==> config.mk <==
export PLATFORM = sky130hd
export DESIGN_NAME = scr_serial_control
export DESIGN_NICKNAME = d
export VERILOG_FILES = /design/src/hdl/scr_pkg.sv /design/src/hdl/scr_sync3.sv /design/src/hdl/scr_gate.sv /design/src/hdl/scr_serial_control.sv
export SDC_FILE = /design/constraint.sdc
export NUM_CORES = 1
export LEC_CHECK = 0
export ABC_AREA = 1
export BUFFER_PORTS_ARGS = -buffer_cell sky130_fd_sc_hd__buf_4
export CORE_MARGIN = 5
export CORE_UTILIZATION = 45
export DETAILED_ROUTE_END_ITERATION = 6
export PLACE_DENSITY = 0.72
export SLEW_MARGIN = 10
export SYNTH_ARGS = -nofsm -noshare
export SYNTH_HDL_FRONTEND = slang
export SYNTH_HIERARCHICAL = 1
export SYNTH_SLANG_ARGS = --single-unit
==> constraint.sdc <==
create_clock -name i_clk_sys -period 1.21 [get_ports i_clk_sys]
set_input_delay 0.1815 -clock i_clk_sys [delete_from_list [all_inputs] [get_ports i_clk_sys]]
set_output_delay 0.1815 -clock i_clk_sys [all_outputs]
set_load 0.03 [all_outputs]
==> src/hdl/scr_pkg.sv <==
// Constants and types shared by the serial port control register block.
// Assumes a single 50 MHz system clock and a plain register port.
package scr_pkg;

  // --------------------------------------------------------------------
  // Register map
  // --------------------------------------------------------------------
  localparam logic [3:0] ADDR_SERIAL_CONTROL = 4'h0;
  localparam logic [3:0] ADDR_MODE_REG = 4'h1;
  localparam logic [3:0] ADDR_STATUS_REG = 4'h2;

  localparam logic [7:0] RST_SERIAL_CONTROL = 8'h00;
  localparam logic [7:0] RST_MODE_REG = 8'h00;

  // --------------------------------------------------------------------
  // Field positions
  // --------------------------------------------------------------------
  localparam int BIT_TX_EMPTY_IRQ_ON = 7;
  localparam int BIT_RX_IRQ_ON = 6;
  localparam int BIT_TX_ON = 5;
  localparam int BIT_RX_ON = 4;
  localparam int BIT_ADDR_WAIT_ON = 3;
  localparam int BIT_TX_DONE_IRQ_ON = 2;
  localparam int BIT_CLK_SRC_SEL_HI = 1;
  localparam int BIT_CLK_SRC_SEL_LO = 0;

  localparam int BIT_MODE_SYNC = 7;
  localparam int BIT_MULTIDROP_MODE = 2;

  localparam int BIT_TX_BUF_EMPTY = 7;
  localparam int BIT_RX_BUF_FULL = 6;
  localparam int BIT_OVERRUN_ERR = 5;
  localparam int BIT_FRAME_ERR = 4;
  localparam int BIT_TX_COMPLETE = 2;

  // --------------------------------------------------------------------
  // Clock-select codes
  // --------------------------------------------------------------------
  localparam logic [1:0] CKSEL_INT = 2'h0;
  localparam logic [1:0] CKSEL_INT_OUT = 2'h1;
  localparam logic [1:0] CKSEL_EXT = 2'h2;

  typedef enum logic [1:0] {
    SCR_CLK_BAUD,
    SCR_CLK_BAUD_OUT,
    SCR_CLK_EXT,
    SCR_CLK_NONE
  } scr_clk_e;

endpackage : scr_pkg

==> src/hdl/scr_sync3.sv <==
// Three-stage input synchroniser with agreement filter.
// Assumes the input is asynchronous to i_clk_sys.
`timescale 1ns/10ps
`default_nettype none
module scr_sync3 (
  input wire logic i_clk_sys,
  input wire logic i_srst,
  input wire logic i_async,
  output logic o_level
);

  logic s1_ff;
  logic s2_ff;
  logic s3_ff;
  logic lvl_ff;

  always_ff @(posedge i_clk_sys) begin
    if (i_srst) begin
      s1_ff <= 1'b0;
      s2_ff <= 1'b0;
      s3_ff <= 1'b0;
    end else begin
      s1_ff <= i_async;
      s2_ff <= s1_ff;
      s3_ff <= s2_ff;
    end
  end

  // A change counts once stages two and three agree.
  always_ff @(posedge i_clk_sys) begin
    if (i_srst) begin
      lvl_ff <= 1'b0;
    end else if (s2_ff == s3_ff) begin
      lvl_ff <= s3_ff;
    end
  end

  assign o_level = lvl_ff;

endmodule : scr_sync3
`default_nettype wire

==> src/hdl/scr_gate.sv <==
// One interrupt request gate: a source request qualified by an enable.
// Assumes both inputs are on i_clk_sys.
`timescale 1ns/10ps
`default_nettype none
module scr_gate (
  input wire logic i_clk_sys,
  input wire logic i_srst,
  input wire logic i_req,
  input wire logic i_en,
  output logic o_irq
);

  logic irq_ff;

  always_ff @(posedge i_clk_sys) begin
    if (i_srst) begin
      irq_ff <= 1'b0;
    end else begin
      irq_ff <= i_req & i_en;
    end
  end

  assign o_irq = irq_ff;

endmodule : scr_gate
`default_nettype wire

==> src/hdl/scr_serial_control.sv <==
// Serial port control register with enables, request gating, address
// wait handling and serial clock pin selection.
// Assumes the shifters and baud generator sit outside and talk through
// the event and enable ports; the serial clock pin is three signals.
`timescale 1ns/10ps
`default_nettype none
module scr_serial_control (
  input wire logic i_clk_sys,
  input wire logic i_srst,
  // Register port.
  input wire logic [3:0] i_addr,
  input wire logic [7:0] i_wdata,
  input wire logic i_wr,
  input wire logic i_rd,
  output logic [7:0] o_rdata,
  // Status sources from the shifters.
  input wire logic i_tx_load,
  input wire logic i_tx_last_bit,
  input wire logic i_tdr_write,
  input wire logic i_rx_done,
  input wire logic i_rx_mpb,
  input wire logic i_rx_frame_bad,
  input wire logic i_rdr_read,
  // Clocks from the baud generator.
  input wire logic i_baud_bit_clk,
  input wire logic i_baud_clk,
  // Serial clock pin.
  input wire logic i_serial_clk_pin,
  output logic o_serial_clk_pin,
  output logic o_serial_clk_pin_oe,
  // Enables and clock toward the shifters.
  output logic o_tx_on,
  output logic o_rx_on,
  output logic o_rx_accept,
  output logic o_sync_mode,
  output logic [1:0] o_clk_src,
  output logic o_shift_clk,
  // Interrupt requests.
  output logic o_tx_empty_irq,
  output logic o_rx_full_irq,
  output logic o_rx_error_irq,
  output logic o_tx_done_irq
);

  // ----------------------------------------------------------------------
  // Registers
  // ----------------------------------------------------------------------
  logic [7:0] serial_control_ff;
  logic [7:0] mode_reg_ff;
  logic tx_buf_empty_ff;
  logic tx_complete_ff;
  logic rx_buf_full_ff;
  logic frame_err_ff;
  logic overrun_err_ff;
  logic [7:0] rdata_ff;
  logic [1:0] clk_src_ff;
  logic shift_clk_ff;
  logic pin_out_ff;
  logic pin_oe_ff;
  logic tx_on_ff;
  logic rx_on_ff;
  logic accept_ff;
  logic sync_mode_ff;
  logic pin_level;

  logic tx_on;
  logic rx_on;
  logic sync_mode;
  logic multidrop;
  logic wait_active;
  logic rx_take;
  logic wr_ctl;
  logic wr_status;
  logic [7:0] status_view;
  scr_pkg::scr_clk_e clk_mode;

  assign tx_on = serial_control_ff[scr_pkg::BIT_TX_ON];
  assign rx_on = serial_control_ff[scr_pkg::BIT_RX_ON];
  assign sync_mode = mode_reg_ff[scr_pkg::BIT_MODE_SYNC];
  assign multidrop = mode_reg_ff[scr_pkg::BIT_MULTIDROP_MODE];
  assign wr_ctl = i_wr && (i_addr == scr_pkg::ADDR_SERIAL_CONTROL);
  assign wr_status = i_wr && (i_addr == scr_pkg::ADDR_STATUS_REG);

  // Address wait counts only in asynchronous multidrop mode.
  assign wait_active = serial_control_ff[scr_pkg::BIT_ADDR_WAIT_ON] && multidrop
    && !sync_mode;
  // A received character is taken while rx is on, unless waiting and its mpb is zero.
  assign rx_take = i_rx_done && rx_on && !(wait_active && !i_rx_mpb);

  // ----------------------------------------------------------------------
  // Control register
  // ----------------------------------------------------------------------
  always_ff @(posedge i_clk_sys) begin
    if (i_srst) begin
      serial_control_ff <= scr_pkg::RST_SERIAL_CONTROL;
    end else begin
      if (wr_ctl) begin
        serial_control_ff <= i_wdata;
      end
      // Hardware clear on an address character wins over a write.
      if (i_rx_done && rx_on && wait_active && i_rx_mpb) begin
        serial_control_ff[scr_pkg::BIT_ADDR_WAIT_ON] <= 1'b0;
      end
    end
  end

  always_ff @(posedge i_clk_sys) begin
    if (i_srst) begin
      mode_reg_ff <= scr_pkg::RST_MODE_REG;
    end else if (i_wr && (i_addr == scr_pkg::ADDR_MODE_REG)) begin
      mode_reg_ff <= i_wdata;
    end
  end

  // ----------------------------------------------------------------------
  // Status flags: set wins over a software clear
  // ----------------------------------------------------------------------
  always_ff @(posedge i_clk_sys) begin
    if (i_srst) begin
      tx_buf_empty_ff <= 1'b1;
      tx_complete_ff <= 1'b1;
    end else if (!tx_on) begin
      tx_buf_empty_ff <= 1'b1;
      tx_complete_ff <= 1'b1;
    end else begin
      if (i_tx_load) begin
        tx_buf_empty_ff <= 1'b1;
      end else if (i_tdr_write || (wr_status && !i_wdata[scr_pkg::BIT_TX_BUF_EMPTY])) begin
        tx_buf_empty_ff <= 1'b0;
      end
      if (i_tx_last_bit && tx_buf_empty_ff) begin
        tx_complete_ff <= 1'b1;
      end else if (i_tdr_write || (wr_status && !i_wdata[scr_pkg::BIT_TX_BUF_EMPTY])) begin
        tx_complete_ff <= 1'b0;
      end
    end
  end

  always_ff @(posedge i_clk_sys) begin
    if (i_srst) begin
      rx_buf_full_ff <= 1'b0;
      frame_err_ff <= 1'b0;
      overrun_err_ff <= 1'b0;
    end else begin
      // Flags are not touched while a skipped character passes.
      if (rx_take && !i_rx_frame_bad && !rx_buf_full_ff) begin
        rx_buf_full_ff <= 1'b1;
      end else if (i_rdr_read || (wr_status && !i_wdata[scr_pkg::BIT_RX_BUF_FULL])) begin
        rx_buf_full_ff <= 1'b0;
      end
      if (rx_take && i_rx_frame_bad) begin
        frame_err_ff <= 1'b1;
      end else if (wr_status && !i_wdata[scr_pkg::BIT_FRAME_ERR]) begin
        frame_err_ff <= 1'b0;
      end
      if (rx_take && rx_buf_full_ff) begin
        overrun_err_ff <= 1'b1;
      end else if (wr_status && !i_wdata[scr_pkg::BIT_OVERRUN_ERR]) begin
        overrun_err_ff <= 1'b0;
      end
    end
  end

  always_comb begin
    status_view = 8'h00;
    status_view[scr_pkg::BIT_TX_BUF_EMPTY] = tx_buf_empty_ff;
    status_view[scr_pkg::BIT_RX_BUF_FULL] = rx_buf_full_ff;
    status_view[scr_pkg::BIT_OVERRUN_ERR] = overrun_err_ff;
    status_view[scr_pkg::BIT_FRAME_ERR] = frame_err_ff;
    status_view[scr_pkg::BIT_TX_COMPLETE] = tx_complete_ff;
  end

  // ----------------------------------------------------------------------
  // Read port
  // ----------------------------------------------------------------------
  always_ff @(posedge i_clk_sys) begin
    if (i_srst) begin
      rdata_ff <= 8'h00;
    end else if (i_rd) begin
      unique case (i_addr)
        scr_pkg::ADDR_SERIAL_CONTROL: rdata_ff <= serial_control_ff;
        scr_pkg::ADDR_MODE_REG: rdata_ff <= mode_reg_ff;
        scr_pkg::ADDR_STATUS_REG: rdata_ff <= status_view;
        default: rdata_ff <= 8'h00;
      endcase
    end else begin
      rdata_ff <= 8'h00;
    end
  end

  // ----------------------------------------------------------------------
  // Clock source selection
  // ----------------------------------------------------------------------
  always_comb begin
    clk_mode = scr_pkg::SCR_CLK_NONE;
    if (!sync_mode) begin
      unique case (serial_control_ff[1:0])
        scr_pkg::CKSEL_INT: clk_mode = scr_pkg::SCR_CLK_BAUD;
        scr_pkg::CKSEL_INT_OUT: clk_mode = scr_pkg::SCR_CLK_BAUD_OUT;
        scr_pkg::CKSEL_EXT: clk_mode = scr_pkg::SCR_CLK_EXT;
        default: clk_mode = scr_pkg::SCR_CLK_NONE;
      endcase
    end else begin
      unique case (serial_control_ff[1:0])
        scr_pkg::CKSEL_INT: clk_mode = scr_pkg::SCR_CLK_BAUD_OUT;
        scr_pkg::CKSEL_EXT: clk_mode = scr_pkg::SCR_CLK_EXT;
        default: clk_mode = scr_pkg::SCR_CLK_NONE;
      endcase
    end
  end

  scr_sync3 u_pin_sync (
    .i_clk_sys(i_clk_sys),
    .i_srst(i_srst),
    .i_async(i_serial_clk_pin),
    .o_level(pin_level)
  );

  always_ff @(posedge i_clk_sys) begin
    if (i_srst) begin
      clk_src_ff <= 2'h0;
      shift_clk_ff <= 1'b0;
      pin_out_ff <= 1'b0;
      pin_oe_ff <= 1'b0;
    end else begin
      clk_src_ff <= clk_mode;
      pin_oe_ff <= (clk_mode == scr_pkg::SCR_CLK_BAUD_OUT);
      pin_out_ff <= (clk_mode == scr_pkg::SCR_CLK_BAUD_OUT) ? i_baud_bit_clk : 1'b0;
      unique case (clk_mode)
        scr_pkg::SCR_CLK_BAUD: shift_clk_ff <= i_baud_clk;
        scr_pkg::SCR_CLK_BAUD_OUT: shift_clk_ff <= sync_mode ? i_baud_bit_clk : i_baud_clk;
        scr_pkg::SCR_CLK_EXT: shift_clk_ff <= pin_level;
        scr_pkg::SCR_CLK_NONE: shift_clk_ff <= 1'b0;
      endcase
    end
  end

  // ----------------------------------------------------------------------
  // Enables toward the shifters
  // ----------------------------------------------------------------------
  always_ff @(posedge i_clk_sys) begin
    if (i_srst) begin
      tx_on_ff <= 1'b0;
      rx_on_ff <= 1'b0;
      accept_ff <= 1'b0;
      sync_mode_ff <= 1'b0;
    end else begin
      tx_on_ff <= tx_on;
      rx_on_ff <= rx_on;
      accept_ff <= rx_on && !wait_active;
      sync_mode_ff <= sync_mode;
    end
  end

  // ----------------------------------------------------------------------
  // Interrupt request gates
  // ----------------------------------------------------------------------
  scr_gate u_txi (
    .i_clk_sys(i_clk_sys),
    .i_srst(i_srst),
    .i_req(tx_buf_empty_ff),
    .i_en(serial_control_ff[scr_pkg::BIT_TX_EMPTY_IRQ_ON]),
    .o_irq(o_tx_empty_irq)
  );

  scr_gate u_rxi (
    .i_clk_sys(i_clk_sys),
    .i_srst(i_srst),
    .i_req(rx_buf_full_ff),
    .i_en(serial_control_ff[scr_pkg::BIT_RX_IRQ_ON]),
    .o_irq(o_rx_full_irq)
  );

  scr_gate u_eri (
    .i_clk_sys(i_clk_sys),
    .i_srst(i_srst),
    .i_req(frame_err_ff | overrun_err_ff),
    .i_en(serial_control_ff[scr_pkg::BIT_RX_IRQ_ON]),
    .o_irq(o_rx_error_irq)
  );

  scr_gate u_tei (
    .i_clk_sys(i_clk_sys),
    .i_srst(i_srst),
    .i_req(tx_complete_ff),
    .i_en(serial_control_ff[scr_pkg::BIT_TX_DONE_IRQ_ON]),
    .o_irq(o_tx_done_irq)
  );

  assign o_rdata = rdata_ff;
  assign o_tx_on = tx_on_ff;
  assign o_rx_on = rx_on_ff;
  assign o_rx_accept = accept_ff;
  assign o_sync_mode = sync_mode_ff;
  assign o_clk_src = clk_src_ff;
  assign o_shift_clk = shift_clk_ff;
  assign o_serial_clk_pin = pin_out_ff;
  assign o_serial_clk_pin_oe = pin_oe_ff;

endmodule : scr_serial_control
`default_nettype wire

==> flow_summary.yaml <==
global_route:
  globalRouteTotalUtil_pct: 16.40
  first_global_vias: 1461
  grt_max_degree: 14
  grt_overflow: 0
  first_pass_grt_wire_length_um: 6658
  grt_antenna_before_repair: 0
critical_path:
  crit_path_start: "mode_reg_ff[7]"
  crit_arrival_ns: 1.27
  timing_worst_setup_path_type: "reg -> reg"
  path_max_fanout: 5
  r2r-start: "mode_reg_ff[7]"
  critPathRequiredTime_ns: 1.40
  worst_setup_path_start_kind: "flop"
  timing.reg2reg.worst_path_depth: 5
  regToRegEndpoint: "o_serial_clk_pin"
  r2r_setup_slack_ns: 0.14
  critical_path.endpoint_type: "flop"
timing:
  finalClockSkew_ns: 0.008963
  max_slew.worst_pin.slew_ns: 0.3851
  setup_tns_ns: 0
  relSlewSlack_pct: 74.30
  grt_setup_unrepaired: "no"
  period_minus_slack_ns: 1.072
  final_hold_slack_ns: 0.07237
  final_min_period_over_clock_period_pct: 88.61
  fmaxAchievable_mhz: 932.7
  report.final.hold_viol_count: 0
  final-max-slew-violation-count: 0
  setup_viol_count_final: 0
placement:
  place_congestion: 0.9273
  place.detailed.hpwl_um: 3026
  dp.cells: 325
  portBuffers: 46
floorplanning:
  fp.dieW_um: 72.86
  core_um2: 3744
  placementRows: 22
  dieArea_um2: 5308
  dieHeight_um: 72.86
  design.portCount: 47
  initial_core_util_pct: 47.49
yosys:
  synth_commonest_cells: "sky130_fd_sc_hd__dfxtp_1 (46), sky130_fd_sc_hd__inv_1 (38), sky130_fd_sc_hd__nand2_1 (36)"
  number_of_unique_standard_cell_types_used_by_synthesis: 23
  asyncSetResetFlopFracSynth_pct: 0
  synth-edff-count: 0
  synthCells: 227
  post_synth_main_area_contributors: "sky130_fd_sc_hd__dfxtp_1 (52%), sky130_fd_sc_hd__inv_1 (8.0%), sky130_fd_sc_hd__nand2_1 (7.6%)"
  ys_warn_count: 6
  synthDominantAreaCellType: "sky130_fd_sc_hd__dfxtp_1"
  postSynth.topFlopCell: "sky130_fd_sc_hd__dfxtp_1"
  post-synth-top-area-fraction_pct: 51.79
  synthesis.area_um2: 1778
  post-synth-top-count-cell: "sky130_fd_sc_hd__dfxtp_1"
  synth.yosys.seq_area_share_pct: 51.79
  register_bit_count_reported_by_yosys: 46
  syn_avg_cell_area_um2: 7.832
  mappedNetlistNets: 253
route:
  detail_route.drc_violations: 0
  drt-wirelength-per-cell_um: 12.14
  finalWirelength_um: 4030
  antenna_left: 0
  post_drt_via_cell_ratio: 4.922
  routed-via-count: 1634
  drt_pre_antenna_iters: 4
  initial_drc_count: 79
finish:
  num_antenna_cells: 0
  share_of_post_route_cells_with_drive_strength_above_1_pct: 27.46
  nNetsFinal: 310
  num-fill-cells: 369
  instances_no_fill: 332
  area.growth.synth_to_final_pct: 31.25
clock_network:
  clock_insertion_delay_worst_skew_ns: 0.30
  cts.sinks: 46
  cts_max_level: 2
  ctsRootBufferMaster: "sky130_fd_sc_hd__clkbuf_8"
  cts.repair_timing.setup_buffer_count: 0
  clk_pin_slew_ns: 0.08
  cts_tree: "built"
  cts_resized: 0
  number_of_buffers_created_by_cts: 5
  post_cts_hold_buffer_count: 0
  ctsLongestPathBuffers: 2
power:
  seqPwrFrac_pct: 52.7
  powerDensity_nw_per_um2: 1258
  ir_worst_vdd_v: 0.0006096
  sw_frac_of_total_pct: 21.48
  cellLeakagePower_nw: 1.060
  power.share.combinational_pct: 8.5
  power.switching_w: 0.0006307
  power.share.clock_pct: 38.8
  fin_total_pwr_w: 0.002936
  power_report.internal_total_w: 0.002306
hold_path:
  min_from: "i_tx_load"
  hold_depth: 3
  holdPathEnd: "tx_buf_empty_ff"
  worstHoldPathType: "in -> reg"
run_status:
  status: "completed"
run:
  cap_violations: 0
layer usage:
layer | GRT usage, % | vias to the layer above | share of wire, %
li1 | - | 838 | -
met1 | 21.66 | 726 | 44
met2 | 24.45 | 61 | 45
met3 | 4.821 | 9 | 8.2
met4 | 7.787 | 0 | 2.4
met5 | 0 | - | 0
area by class of cell:
type | instances | area (µm²) | share of cell area [%]
Clock inverter | 1 | 30.03 | 1.287
Inverter | 39 | 146.4 | 6.273
Clock buffer | 6 | 82.58 | 3.539
Multi-Input combinational cell | 136 | 671.9 | 28.79
Sequential cell | 46 | 922.1 | 39.52
Tap cell | 48 | 60.06 | 2.574
Timing Repair Buffer | 56 | 420.4 | 18.02
state kept, by name (all words and copies together) (netlist names), 2 cells and up:
name and flops:
serial_control_ff 8, o_clk_src 2, mode_reg_ff 8, o_rdata 8
power by group through the flow:
stage | clock [W] | combinational [W] | sequential, W
global route | 0.00124 | 0.000273 | 0.00155
CTS | 0.00116 | 0.000250 | 0.00155
finish | 0.00114 | 0.000249 | 0.00155
global placement | 0 | 0.000246 | 0.00158
floorplan | 0 | 0.0000992 | 0.00160
detailed placement | 0 | 0.000248 | 0.00158
logic make-up (layout without fill, tap and decap cells):
group	count (synthesis)	count (layout)	share of synthesized area, %
AO/OA/AOI/OAI	45	45	13.51
flip-flops	46	46	51.79
AND/OR/NAND/NOR	91	91	24.14
buffers and inverters	45	102	10.56
critical path, cell delays in order (launching register included):
cell and delay, ns:
sky130_fd_sc_hd__dfxtp_2 0.41, sky130_fd_sc_hd__inv_1 0.07, sky130_fd_sc_hd__o21ai_0 0.16, sky130_fd_sc_hd__buf_4 0.14, sky130_fd_sc_hd__nor2_1 0.04, sky130_fd_sc_hd__and3_1 0.14
worst max path at each step:
stage,depth (start not counted),slack [ns],to
finish,5,0.14,o_serial_clk_pin
global route,7,0.03,rx_buf_full_ff
CTS,5,0.09,o_serial_clk_pin
detailed placement,7,-0.02,mode_reg_ff[3]
global placement,7,0.006,mode_reg_ff[5]
floorplan,6,0.18,rx_buf_full_ff
metrics by stage:
stage / util (%) / instance area (µm²) / setup WS (ns)
6_report: 62.33 / 2333 / 0.1378
5_1_grt: 62.33 / 2333 / 0.03387
4_1_cts: 62.23 / 2330 / 0.08608
3_5_place_dp: 59.22 / 2217 / -0.01647
3_3_place_gp: 59.22 / 2217 / 0.005794
2_1_floorplan: - / 1778 / 0.1828
cells in the final DEF (no fill, tap or decap), drive strengths merged:
master,n
nand2,37
nand3,19
inv,39
bufinv,1
clkbuf,6
o22ai,2
and3,1
a21oi,23
nor2,25
nor3,3
nand4,5
buf,56
o21ai,15
dfxtp,46
or2,1
o211ai,4
o21bai,1
Power figures use the tool's default switching activity.
